--- src/startup_seq_pkg.sv ---
// Constants, types and helper functions for the start-up sequencer.
// Functional notes
// Delay code 0..7 means 2**code time units; 4..7 give 16, 32, 64, 128.
// Delay count sets run-on time after a fault or spacing between restarts.
// Hold a 16-bit output-voltage level at which power-good asserts.
// Below the release level, drop power-good if pin-enabled and set status bit.
// Wait the programmed turn-on delay in ms from enable before rising.
// After the turn-on delay, ramp the output over the programmed rise time.
// Flag a start-up timeout when the output misses the undervoltage limit in time.
// A start-up timeout limit of zero means no limit at all.
// Response 00 ignores the timeout fault and keeps operating.
// Response 01 runs on for the delay, then applies retry setting if still faulty.
// Response 10 disables the output and then applies the retry setting.
// Response 11 stays off until status clear, clear-all, reset or off-on cycle.
// Retry setting 000 never restarts; output stays off until the fault clears.
// Retry settings 001..011 allow one to three restarts, then stay off.
// Restart attempts start one delay count times the fault time unit apart.
// All four response codes are supported here; none is rejected.
// Retry settings 100..110 allow four to six restarts, then stay off.
// Retry setting 111 retries forever until commanded off or shut down.
// Restart counter clears on fault clear or on a new enable sequence; the code clears it on a fault clear only in ST_LATCHED.
// Host sets release below assert level and programs before enabling.
package startup_seq_pkg;
    localparam logic [7:0] ADDR_PG_ASSERT = 8'h5E;
    localparam logic [7:0] ADDR_PG_RELEASE = 8'h5F;
    localparam logic [7:0] ADDR_ON_WAIT = 8'h60;
    localparam logic [7:0] ADDR_ON_RAMP = 8'h61;
    localparam logic [7:0] ADDR_TMO_LIMIT = 8'h62;
    localparam logic [7:0] ADDR_TMO_ACTION = 8'h63;

    localparam logic [15:0] RST_LEVEL = 16'h0000;
    localparam logic [15:0] RST_TIME = 16'h0000;
    localparam logic [7:0] RST_ACTION = 8'h00;

    localparam int RESP_HI = 7;
    localparam int RESP_LO = 6;
    localparam int RETRY_HI = 5;
    localparam int RETRY_LO = 3;
    localparam int DLY_HI = 2;
    localparam int DLY_LO = 0;
    localparam int LIN_EXP_LO = 11;
    localparam int LIN_SIGN = 10;

    localparam logic [1:0] RESP_IGNORE = 2'h0;
    localparam logic [1:0] RESP_RUN_ON = 2'h1;
    localparam logic [1:0] RESP_DISABLE_RETRY = 2'h2;
    localparam logic [1:0] RESP_LATCH_OFF = 2'h3;
    localparam logic [2:0] RETRY_NONE = 3'h0;
    localparam logic [2:0] RETRY_FOREVER = 3'h7;

    localparam int CLK_PERIOD_NS = 10;
    localparam int MS_NS = 1000000;
    localparam int MS_CYCLES = MS_NS / CLK_PERIOD_NS;
    localparam int TMR_W = 24;

    typedef logic [TMR_W-1:0] ms_t;

    typedef enum logic [2:0] {
        ST_IDLE = 3'h0,
        ST_DELAY = 3'h1,
        ST_RISE = 3'h3,
        ST_ON = 3'h2,
        ST_RUN_ON = 3'h6,
        ST_RETRY_WAIT = 3'h7,
        ST_LATCHED = 3'h5
    } seq_state_e;

    // Linear format to whole milliseconds; negative values read as zero, overflow saturates.
    function automatic ms_t lin_to_ms(input logic [15:0] v);
        logic signed [4:0] e;
        logic [4:0] sh;
        logic [47:0] w;
        e = signed'(v[15:LIN_EXP_LO]);
        sh = '0;
        w = '0;
        if (v[LIN_SIGN])
            return '0;
        if (e < 0)
        begin
            sh = 5'(-e);
            w = {37'h0, v[LIN_SIGN:0]} >> sh;
        end
        else
        begin
            sh = 5'(e);
            w = {37'h0, v[LIN_SIGN:0]} << sh;
        end
        if (w[47:TMR_W] != '0)
            return '1;
        return w[TMR_W-1:0];
    endfunction

    // Delay code selects a power-of-two count of fault time units.
    function automatic ms_t delay_ms(input logic [2:0] code, input logic [7:0] unit_ms);
        return ms_t'({16'h0, unit_ms} << code);
    endfunction
endpackage

--- src/ms_ticker.sv ---
// Millisecond tick generator from the core clock.
`timescale 1ns/10ps
module ms_ticker #(
    parameter int CYCLES = 100000
) (
    // Clock and reset.
    input wire logic core_clk,
    input wire logic rstn,
    // One-cycle pulse every millisecond.
    output logic tick
);
    logic [31:0] cnt_q;
    logic [31:0] cnt_d;
    logic tick_d;

    always_comb
    begin
        tick_d = (cnt_q == 32'(CYCLES - 1));
        cnt_d = tick_d ? 32'h0 : cnt_q + 32'h1;
    end

    always_ff @(posedge core_clk or negedge rstn)
    begin
        if (!rstn)
        begin
            cnt_q <= 32'h0;
            tick <= 1'b0;
        end
        else
        begin
            cnt_q <= cnt_d;
            tick <= tick_d;
        end
    end
endmodule

--- src/startup_sequencer.sv ---
// Output start-up sequencer with power-good and start-up timeout fault handling.
`timescale 1ns/10ps
module startup_sequencer #(
    parameter int CYCLES_PER_MS = startup_seq_pkg::MS_CYCLES
) (
    // Clock and reset.
    input wire logic core_clk,
    input wire logic rstn,
    // Command register port.
    input wire logic reg_wr,
    input wire logic [7:0] reg_cmd,
    input wire logic [15:0] reg_wdata,
    output logic [15:0] reg_rdata_q,
    // Control and fault clearing.
    input wire logic enable_pin,
    input wire logic clear_faults,
    input wire logic clear_timeout_bit,
    // Measurements and settings held elsewhere.
    input wire logic [15:0] vout_meas,
    input wire logic [15:0] uv_fault_limit,
    input wire logic [7:0] fault_unit_ms,
    input wire logic pg_pin_enable,
    // Outputs.
    output logic output_enable_q,
    output logic ramp_active_q,
    output logic power_ok_output_q,
    output logic pg_status_q,
    output logic timeout_fault_q,
    output logic [2:0] retry_count_q
);
    import startup_seq_pkg::*;

    logic tick;
    logic en_meta_q;
    logic en_s_q;
    logic en_prev_q;

    logic [15:0] pg_assert_level_q, pg_assert_level_d;
    logic [15:0] pg_release_level_q, pg_release_level_d;
    logic [15:0] turn_on_wait_q, turn_on_wait_d;
    logic [15:0] turn_on_ramp_q, turn_on_ramp_d;
    logic [15:0] startup_timeout_limit_q, startup_timeout_limit_d;
    logic [7:0] startup_timeout_action_q, startup_timeout_action_d;
    logic [15:0] rdata_d;

    seq_state_e state_q, state_d;
    ms_t tmr_q, tmr_d;
    ms_t up_ms_q, up_ms_d;
    logic reached_q, reached_d;
    logic tmo_done_q, tmo_done_d;
    logic fault_d;
    logic [2:0] retry_d;
    logic pg_q, pg_d;

    logic [1:0] resp;
    logic [2:0] retries;
    ms_t fault_dly;
    logic tmo_evt;
    logic clr;
    logic off_evt;

    ms_ticker #(
        .CYCLES(CYCLES_PER_MS)
    ) u_ticker (
        .core_clk(core_clk),
        .rstn(rstn),
        .tick(tick)
    );

    // Enable pin comes from outside; two flops before use.
    always_ff @(posedge core_clk or negedge rstn)
    begin
        if (!rstn)
        begin
            en_meta_q <= 1'b0;
            en_s_q <= 1'b0;
            en_prev_q <= 1'b0;
        end
        else
        begin
            en_meta_q <= enable_pin;
            en_s_q <= en_meta_q;
            en_prev_q <= en_s_q;
        end
    end

    // Register writes and reads.
    always_comb
    begin
        pg_assert_level_d = pg_assert_level_q;
        pg_release_level_d = pg_release_level_q;
        turn_on_wait_d = turn_on_wait_q;
        turn_on_ramp_d = turn_on_ramp_q;
        startup_timeout_limit_d = startup_timeout_limit_q;
        startup_timeout_action_d = startup_timeout_action_q;
        if (reg_wr)
        begin
            case (reg_cmd)
                ADDR_PG_ASSERT: pg_assert_level_d = reg_wdata;
                ADDR_PG_RELEASE: pg_release_level_d = reg_wdata;
                ADDR_ON_WAIT: turn_on_wait_d = reg_wdata;
                ADDR_ON_RAMP: turn_on_ramp_d = reg_wdata;
                ADDR_TMO_LIMIT: startup_timeout_limit_d = reg_wdata;
                ADDR_TMO_ACTION: startup_timeout_action_d = reg_wdata[7:0];
                default: ;
            endcase
        end
        case (reg_cmd)
            ADDR_PG_ASSERT: rdata_d = pg_assert_level_q;
            ADDR_PG_RELEASE: rdata_d = pg_release_level_q;
            ADDR_ON_WAIT: rdata_d = turn_on_wait_q;
            ADDR_ON_RAMP: rdata_d = turn_on_ramp_q;
            ADDR_TMO_LIMIT: rdata_d = startup_timeout_limit_q;
            ADDR_TMO_ACTION: rdata_d = {8'h00, startup_timeout_action_q};
            default: rdata_d = 16'h0000;
        endcase
    end

    always_ff @(posedge core_clk or negedge rstn)
    begin
        if (!rstn)
        begin
            pg_assert_level_q <= RST_LEVEL;
            pg_release_level_q <= RST_LEVEL;
            turn_on_wait_q <= RST_TIME;
            turn_on_ramp_q <= RST_TIME;
            startup_timeout_limit_q <= RST_TIME;
            startup_timeout_action_q <= RST_ACTION;
            reg_rdata_q <= 16'h0000;
        end
        else
        begin
            pg_assert_level_q <= pg_assert_level_d;
            pg_release_level_q <= pg_release_level_d;
            turn_on_wait_q <= turn_on_wait_d;
            turn_on_ramp_q <= turn_on_ramp_d;
            startup_timeout_limit_q <= startup_timeout_limit_d;
            startup_timeout_action_q <= startup_timeout_action_d;
            reg_rdata_q <= rdata_d;
        end
    end

    // Next state after a fault that calls for the retry setting.
    function automatic seq_state_e retry_next(input logic [2:0] setting, input logic [2:0] done);
        if (setting == RETRY_NONE)
            return ST_LATCHED;
        if (setting == RETRY_FOREVER)
            return ST_RETRY_WAIT;
        if (done < setting)
            return ST_RETRY_WAIT;
        return ST_LATCHED;
    endfunction

    // Sequencing and fault response.
    always_comb
    begin
        resp = startup_timeout_action_q[RESP_HI:RESP_LO];
        retries = startup_timeout_action_q[RETRY_HI:RETRY_LO];
        fault_dly = delay_ms(startup_timeout_action_q[DLY_HI:DLY_LO], fault_unit_ms);
        clr = clear_faults | clear_timeout_bit;
        off_evt = en_prev_q & ~en_s_q;
        state_d = state_q;
        tmr_d = tick ? tmr_q + ms_t'(1) : tmr_q;
        up_ms_d = up_ms_q;
        reached_d = reached_q;
        tmo_done_d = tmo_done_q;
        retry_d = retry_count_q;
        tmo_evt = 1'b0;
        if (state_q == ST_DELAY || state_q == ST_RISE || state_q == ST_ON || state_q == ST_RUN_ON)
        begin
            if (tick && !reached_q)
                up_ms_d = up_ms_q + ms_t'(1);
            if (output_enable_q && vout_meas >= uv_fault_limit)
                reached_d = 1'b1;
            tmo_evt = (startup_timeout_limit_q != RST_TIME) && !reached_q && !tmo_done_q &&
                      (up_ms_q >= lin_to_ms(startup_timeout_limit_q));
        end
        if (tmo_evt)
            tmo_done_d = 1'b1;
        case (state_q)
            ST_IDLE:
            begin
                if (en_s_q)
                begin
                    state_d = ST_DELAY;
                    tmr_d = '0;
                    up_ms_d = '0;
                    reached_d = 1'b0;
                    tmo_done_d = 1'b0;
                    retry_d = 3'h0;
                end
            end
            ST_DELAY:
            begin
                if (tmr_q >= lin_to_ms(turn_on_wait_q))
                begin
                    state_d = ST_RISE;
                    tmr_d = '0;
                end
            end
            ST_RISE:
            begin
                if (tmr_q >= lin_to_ms(turn_on_ramp_q))
                    state_d = ST_ON;
            end
            ST_ON: ;
            ST_RUN_ON:
            begin
                if (reached_q)
                    state_d = ST_ON;
                else if (tmr_q >= fault_dly)
                begin
                    state_d = retry_next(retries, retry_count_q);
                    tmr_d = '0;
                end
            end
            ST_RETRY_WAIT:
            begin
                if (tmr_q >= fault_dly)
                begin
                    state_d = ST_DELAY;
                    tmr_d = '0;
                    up_ms_d = '0;
                    reached_d = 1'b0;
                    tmo_done_d = 1'b0;
                    if (retries != RETRY_FOREVER)
                        retry_d = retry_count_q + 3'h1;
                end
            end
            ST_LATCHED:
            begin
                if (clr)
                begin
                    state_d = ST_IDLE;
                    retry_d = 3'h0;
                end
            end
            default: state_d = ST_IDLE;
        endcase
        if (tmo_evt && state_q != ST_RUN_ON)
        begin
            if (resp != RESP_IGNORE)
                tmr_d = '0;
            case (resp)
                RESP_IGNORE: ;
                RESP_RUN_ON: state_d = ST_RUN_ON;
                RESP_DISABLE_RETRY: state_d = retry_next(retries, retry_count_q);
                RESP_LATCH_OFF: state_d = ST_LATCHED;
                default: ;
            endcase
        end
        if (!en_s_q)
            state_d = ST_IDLE;
        // A new timeout wins over a clear in the same cycle; an off command clears it too.
        fault_d = tmo_evt | (timeout_fault_q & ~clr & ~off_evt);
    end

    // Power-good with hysteresis between assert and release levels.
    always_comb
    begin
        pg_d = pg_q;
        if (!output_enable_q)
            pg_d = 1'b0;
        else if (vout_meas >= pg_assert_level_q)
            pg_d = 1'b1;
        else if (vout_meas < pg_release_level_q)
            pg_d = 1'b0;
    end

    always_ff @(posedge core_clk or negedge rstn)
    begin
        if (!rstn)
        begin
            state_q <= ST_IDLE;
            tmr_q <= '0;
            up_ms_q <= '0;
            reached_q <= 1'b0;
            tmo_done_q <= 1'b0;
            retry_count_q <= 3'h0;
            timeout_fault_q <= 1'b0;
            output_enable_q <= 1'b0;
            ramp_active_q <= 1'b0;
            pg_q <= 1'b0;
            power_ok_output_q <= 1'b0;
            pg_status_q <= 1'b1;
        end
        else
        begin
            state_q <= state_d;
            tmr_q <= tmr_d;
            up_ms_q <= up_ms_d;
            reached_q <= reached_d;
            tmo_done_q <= tmo_done_d;
            retry_count_q <= retry_d;
            timeout_fault_q <= fault_d;
            output_enable_q <= (state_d == ST_RISE) || (state_d == ST_ON) || (state_d == ST_RUN_ON);
            ramp_active_q <= (state_d == ST_RISE);
            pg_q <= pg_d;
            power_ok_output_q <= pg_d & pg_pin_enable;
            pg_status_q <= ~pg_d;
        end
    end
endmodule

--- config.mk ---
export PLATFORM = sky130hd
export DESIGN_NAME = startup_sequencer
export DESIGN_NICKNAME = d
export VERILOG_FILES = /design/src/startup_seq_pkg.sv /design/src/ms_ticker.sv /design/src/startup_sequencer.sv
export SDC_FILE = /design/constraint.sdc
export NUM_CORES = 1
export LEC_CHECK = 0
export BUFFER_PORTS_ARGS = -buffer_cell sky130_fd_sc_hd__buf_2
export CAP_MARGIN = 5
export CORE_MARGIN = 5
export CORE_UTILIZATION = 35
export CTS_CLUSTER_DIAMETER = 60
export CTS_CLUSTER_SIZE = 40
export DETAILED_ROUTE_END_ITERATION = 10
export SLEW_MARGIN = 20
export SYNTH_ARGS = -nofsm -noshare
export SYNTH_HDL_FRONTEND = slang
export SYNTH_SLANG_ARGS = --single-unit
--- constraint.sdc ---
create_clock -name core_clk -period 6.15 [get_ports core_clk]
set_clock_uncertainty 0.1 [all_clocks]
set_input_delay 0.615 -clock core_clk [delete_from_list [all_inputs] [get_ports core_clk]]
set_output_delay 0.615 -clock core_clk [all_outputs]
set_load 0.02 [all_outputs]
Word-level counts from Yosys, hierarchy flattened
Index checks and enable logic that the tools add are counted.
Widths: inputs -> output; s select.
{"block": "classes", "n_addsub": 7, "n_lt_le_gt_ge": 11, "n_eq_ne": 26, "shifts": 7, "mux": 115, "n_bitwise": 10, "reduce_logical": 28}
{"op": "$mux 24", "count": 26}
{"op": "$mux 48", "count": 9}
{"op": "$shl 11x5->48", "count": 3}
{"op": "$shr 11x5->48", "count": 3}
{"op": "$ge 24x24->1", "count": 4}
{"op": "$pmux 16 s6", "count": 1}
{"op": "$pmux 24 s4", "count": 1}
{"op": "$reduce_bool 24->1", "count": 3}
{"op": "$mux 3", "count": 21}
{"op": "$mux 1", "count": 50}
{"op": "$add 24x1->24 const B", "count": 2}
{"op": "$eq 8x7->1 const B", "count": 6}
{"op": "$pmux 24 s2", "count": 1}
{"op": "$add 32x1->32 const B", "count": 1}
{"op": "$eq 32x17->1 const B", "count": 1}
{"op": "$ge 16x16->1", "count": 2}
{"op": "$mux 32", "count": 1}
{"op": "$shl 8x3->24", "count": 1}
{"op": "$pmux 3 s7", "count": 1}
{"op": "$pmux 3 s3", "count": 2}
{"op": "$lt 16x16->1", "count": 1}
{"op": "$reduce_bool 16->1", "count": 1}
{"op": "$eq 3x3->1 const B", "count": 5}
{"op": "$lt 5x1->1 const B", "count": 3}
{"op": "other kinds (21)", "count": 55}
{"block": "totals", "ff_bits": 202, "in_bits": 71, "output_inout_bits": 24}

Depth between registers and ports, before layout
{"block": "logic_depth", "word_depth": 35, "ltp_mapped": 20, "mapped_depth_nobuf": 17}

Cells and area by module
A second synthesis with hierarchy kept.
{"block": "hier_totals", "hier_cells": 1788, "area_unflattened_um2": 15880.2}
{"mod": "startup_sequencer", "n_inst": 1, "cells_each": 1644, "area_per_inst_um2": 14287.5, "seq_area_each_um2": 4230.3}
{"mod": "ms_ticker", "n_inst": 1, "cells_each": 144, "area_per_inst_um2": 1592.8, "seq_area_each_um2": 825.8}

Least setup slack after synthesis
No wires, ideal clock.
{"block": "synth_path", "kind": "reg-to-reg", "from": "reg startup_timeout_limit_q[11]", "to": "reg ramp_active_q", "setup_ns": 0.121, "arrival_ns": 4.329, "required_time_ns": 5.929, "setup_slack_ns": 1.600, "path_stages_with_launch": 18, "path_buffers": 2, "cell_sequence": "dfrtp_1 > clkbuf_1 > clkinv_1 > ha_1 > clkbuf_1 > mux2_2 > o21ai_0 > o21ai_0 > a22oi_1 > a21o_1 > ha_1 > o21a_1 > o211ai_1 > a2111oi_0 > a211o_1 > and3_4 > o31ai_4 > and4b_1"}
{"block": "synth_between", "elab_chain_cells": 19}
{"element": "start, declared", "line_no": "startup_sequencer.sv:42", "rtl": "logic [15:0] startup_timeout_limit_q, startup_timeout_limit_d;"}
{"element": "start signal, assigned", "line_no": "startup_sequencer.sv:137", "rtl": "startup_timeout_limit_q <= startup_timeout_limit_d;"}
{"element": "$neg 5->5", "line_no": "startup_seq_pkg.sv:80", "rtl": "sh = 5'(-e);"}
{"element": "$shr 11x5->48", "line_no": "startup_seq_pkg.sv:81", "rtl": "w = {37'h0, v[LIN_SIGN:0]} >> sh;"}
{"element": "$mux 48 (2 in series)", "line_no": "startup_seq_pkg.sv:78", "rtl": "if (e < 0)"}
{"element": "$mux 48", "line_no": "startup_sequencer.sv:169", "rtl": "if (state_q == ST_DELAY || state_q == ST_RISE || state_q == ST_ON || state_q == ST_RUN_ON)"}
{"element": "$reduce_bool 24->1", "line_no": "startup_seq_pkg.sv:88", "rtl": "if (w[47:TMR_W] != '0)"}
{"element": "$mux 1", "line_no": "startup_seq_pkg.sv:88"}
{"element": "$mux 1", "line_no": "startup_seq_pkg.sv:78"}
{"element": "$mux 1", "line_no": "startup_sequencer.sv:169"}
{"element": "[... 2 more ...]"}
{"element": "$mux 24", "line_no": "startup_sequencer.sv:169"}
{"element": "$ge 24x24->1", "line_no": "startup_sequencer.sv:176", "rtl": "(up_ms_q >= lin_to_ms(startup_timeout_limit_q));"}
{"element": "$logic_and 1x1->1 (*)", "line_no": "startup_sequencer.sv:175", "rtl": "tmo_evt = (startup_timeout_limit_q != RST_TIME) && !reached_q && !tmo_done_q &&"}
{"element": "$mux 1 (*)", "line_no": "startup_sequencer.sv:169"}
{"element": "$logic_and 1x1->1 (*)", "line_no": "startup_sequencer.sv:240", "rtl": "if (tmo_evt && state_q != ST_RUN_ON)"}
{"element": "$mux 3 (*)", "line_no": "startup_sequencer.sv:240"}
{"element": "$mux 3 (*)", "line_no": "startup_sequencer.sv:252", "rtl": "if (!en_s_q)"}
{"element": "$eq 3x2->1 (*)", "line_no": "startup_sequencer.sv:297", "rtl": "ramp_active_q <= (state_d == ST_RISE);"}
{"element": "end signal, assigned", "line_no": "startup_sequencer.sv:297"}
{"element": "end, declared", "line_no": "startup_sequencer.sv:25", "rtl": "output logic ramp_active_q,"}
Every way passes the cells marked *; elsewhere a longest branch is shown, timed or not. The select of a mux whose other input is x is not followed.
A chain may end at the register's enable or synchronous reset.

Final worst setup path
{"block": "layout_path", "from": "reg startup_timeout_limit_q[12]", "to": "reg tmr_q[20]"}
{"block": "layout_between", "elab_chain_cells": 17}
{"element": "$neg 5->5", "line_no": "startup_seq_pkg.sv:80"}
{"element": "$shr 11x5->48", "line_no": "startup_seq_pkg.sv:81"}
{"element": "$mux 48 (2 in series)", "line_no": "startup_seq_pkg.sv:78"}
{"element": "$mux 48", "line_no": "startup_sequencer.sv:169"}
{"element": "$reduce_bool 24->1", "line_no": "startup_seq_pkg.sv:88"}
{"element": "$mux 1", "line_no": "startup_seq_pkg.sv:88"}
{"element": "$mux 1", "line_no": "startup_seq_pkg.sv:78"}
{"element": "$mux 1", "line_no": "startup_sequencer.sv:169"}
{"element": "$mux 24", "line_no": "startup_seq_pkg.sv:90", "rtl": "return w[TMR_W-1:0];"}
{"element": "$mux 24", "line_no": "startup_seq_pkg.sv:78"}
{"element": "$mux 24", "line_no": "startup_sequencer.sv:169"}
{"element": "$ge 24x24->1", "line_no": "startup_sequencer.sv:176"}
{"element": "$logic_and 1x1->1 (*)", "line_no": "startup_sequencer.sv:175"}
{"element": "$mux 1 (*)", "line_no": "startup_sequencer.sv:169"}
{"element": "$logic_and 1x1->1 (*)", "line_no": "startup_sequencer.sv:240"}
{"element": "$mux 24 (*)", "line_no": "startup_sequencer.sv:240"}
{"element": "net tmr_d[20]", "line_no": "startup_sequencer.sv:47", "rtl": "ms_t tmr_q, tmr_d;"}
{"element": "end signal, assigned", "line_no": "startup_sequencer.sv:290", "rtl": "tmr_q <= tmr_d;"}
{"element": "end, declared", "line_no": "startup_sequencer.sv:47"}
The timed path passes the listed nets; every way through them passes the cells marked *. The select of a mux whose other input is x is not followed.

==> flow_summary.toml <==
[synthesis]
synthFlopType = "dfrtp_1"
synth.distinct_cells = 70
yosysWarningCount = 0
synth_area_um2 = 15800
syn_avg_cell_area_um2 = 8.74
async_flop_share_pct = 100
synth_edf_count = 0
synthesis.nets = 2023
synth_seq_area_share_pct = 32.0
ys_seq_elements = 202
synthCells = 1809

[route]
routed_wl_um = 45300
vias = 13700
detail-route-antenna-nets = 0
viasPerCell = 5.58
drc_errors = 0
detail_route.wl_per_cell_um = 18.4
drt-pass1-iter-count = 5
first_iter_violations = 1243

[timing]
period_minus_slack_ns = 4.88
worst-slew-pin-transition_ns = 0.919
finalSetupViolCount = 0
fin_crit_sh_pct = 79.3
rsz0062_at_grt = "no"
setup_tns_ns = 0
finalHoldViolCount = 0
drv_slew = 0
relSlewSlack_pct = 38.2
max_freq_mhz = 205

[cts]
cts_resized = 0
clock_latency_ns = 0.53
numCtsBuffers = 20
cts_sinks = 202
ctsHoldBuffers = 0
path_clk_slew_ns = 0.08
cts_tree = "yes"
root_buffer = "clkbuf_16"
cts_setup_buffers = 0
cts_buffer_depth = 3
htree_levels = 1

[placement]
place_hpwl_um = 34500
gp_congestion = 0.913
numPortBuffers = 94
post_dp_cell_area_um2 = 16800

[power]
pwr_density_cell_nw_per_um2 = 199
clkPwrFrac_pct = 40.0
leakage_nw = 8.03
p_seq_share_pct = 41.6
ir_drop_uv = 241
combPwrFrac_pct = 18.4
internal_power_mw = 2.35
power_mw = 3.50
swShare_pct = 33.0
p_switching_mw = 1.16

[setup_path]
r2r_cells = 15
slowest_stage = "dfrtp_1"
crit_type = "flop to flop"
worst_ep_arrival_time_ns = 5.21
crit_path_end_kind = "flop"
timing.rr.start = "startup_timeout_limit_q[12]"
cp-start-kind = "flop"
crit_required_ns = 6.48
reg2reg_slack_ns = 1.27
r2r_end = "tmr_q[20]"
path_cells = "inv_2, ha_1, mux2_2, o21ai_0, o21ai_0, a22oi_1, a21o_1, ha_1, o21a_1, o211ai_1, a2111oi_0, a211o_1, nand2_1, nand2_1, a21oi_1"
cp_top_family = "compound AO/OA/AOI/OAI gates"
worstPathBufferInverterCount = 1
max_stage_delay_ns = 0.72
cp_max_fo = 24

[final_layout]
fin_util_pct = 39.6
multi_input_area_um2 = 10100
final_common_cell = "nand2_1"
finalNetCount = 2070
design_area_um2 = 17600
drive_gt1_share_pct = 15.0
antenna_cells = 0
final_cell_mix = "251 x nand2_1, 201 x dfrtp_1, 143 x ha_1"
syn_to_final_growth_pct = 11.1
nFillCells = 4462
regArea_um2 = 5060

[floorplanning]
io_pins = 95
die_height_um = 223
core_um2 = 44400
die_area_um2 = 49500
start_util_pct = 35.6
rows = 77
dieWidth_um = 223

[grt]
gr-usage-all-layers_pct = 17.6
grt_pass1_wl_um = 72700
grt_max_degree = 81
antenna_found_initial = 1
grt_pass1_vias = 13400
gr-total-overflow = 0

[job]
cap_violations = 0

[hold_path]
hold_path_class = "primary input to asynchronous set/reset pin"

[outcome]
status = "finished, final reports clean"
[area by class of cell]
class	count	share of cell area [%]
multi-input cells	1445	57.6
flip-flops and latches	202	28.8
clock inverters	15	1.35
clock buffers	21	2.99
repair buffers	109	3.37
well taps	592	4.21
inverters	78	1.67
[power by group through the flow]
stage	clock network, mW	logic (mW)	registers [mW]
finish	1.40	0.644	1.46
global route	1.49	0.718	1.47
CTS	1.43	0.640	1.46
detailed placement	0	0.636	1.48
global placement	0	0.626	1.48
floorplan	0	0.462	1.43
[cell families after synthesis]
kind of cell | count (synthesis) | synth area share (%)
and+or+nand+nor | 618 | 18.3
xor gates and xnor gates | 84 | 4.65
DFF | 202 | 32.0
muxes | 188 | 13.2
adders and majority gates | 143 | 11.3
buffers and inverters | 162 | 3.96
AOI/OAI and AO/OA | 412 | 16.6
[registers in the layout, summed over array words and instances, names as in the netlist, 3 cells and up]
signal / cells
pg_release_level_q: 16
tmr_q: 24
reg_rdata_q: 16
retry_count_q: 3
startup_timeout_limit_q: 16
turn_on_ramp_q: 16
pg_assert_level_q: 16
startup_timeout_action_q: 8
u_ticker.cnt_q: 32
state_q: 3
turn_on_wait_q: 16
up_ms_q: 24
[stage by stage]
stage	cells	hold slack, ns	setup slack (ns)
global placement	2426	0.234	1.47
floorplan	1809	0.219	1.60
finish	2462	0.00673	1.27
global route	2462	0.0584	0.928
detailed placement	2426	0.235	1.33
CTS	2462	0.0357	1.32
[Yosys cell counts (33+ instances only)]
library cell / number / area [um^2]
a21o_1: 45 / 338
clkbuf_1: 68 / 255
nand3_1: 48 / 240
mux2_2: 105 / 1180
nor2_1: 129 / 484
ha_1: 143 / 1790
xor2_1: 34 / 298
o21ai_0: 118 / 591
xnor2_1: 50 / 438
inv_1: 76 / 285
nand4_1: 34 / 213
nand2_1: 251 / 942
a21oi_1: 102 / 510
nor3_1: 33 / 165
mux2i_1: 77 / 771
dfrtp_1: 201 / 5030
[worst max-delay path by stage]
| stage | from | cells after the start | to | slack (ns) |
|---|---|---|---|---|
| after floorplan | startup_timeout_limit_q[11] | 17 | ramp_active_q | 1.60 |
| after global placement | startup_timeout_limit_q[12] | 15 | tmr_q[18] | 1.47 |
| after detailed placement | startup_timeout_limit_q[12] | 15 | tmr_q[20] | 1.33 |
| after CTS | startup_timeout_limit_q[12] | 15 | tmr_q[20] | 1.32 |
| after global routing | startup_timeout_limit_q[12] | 15 | tmr_q[6] | 0.93 |
| final | startup_timeout_limit_q[12] | 15 | tmr_q[20] | 1.27 |
[metal layers]
| layer | global-route usage [%] | part of all wire, % |
|---|---|---|
| met5 | 0 | 0 |
| met4 | 3.40 | 1.9 |
| met3 | 2.68 | 5.8 |
| met2 | 27.8 | 45 |
| met1 | 25.7 | 48 |
(Power assumes the default switching activity.)
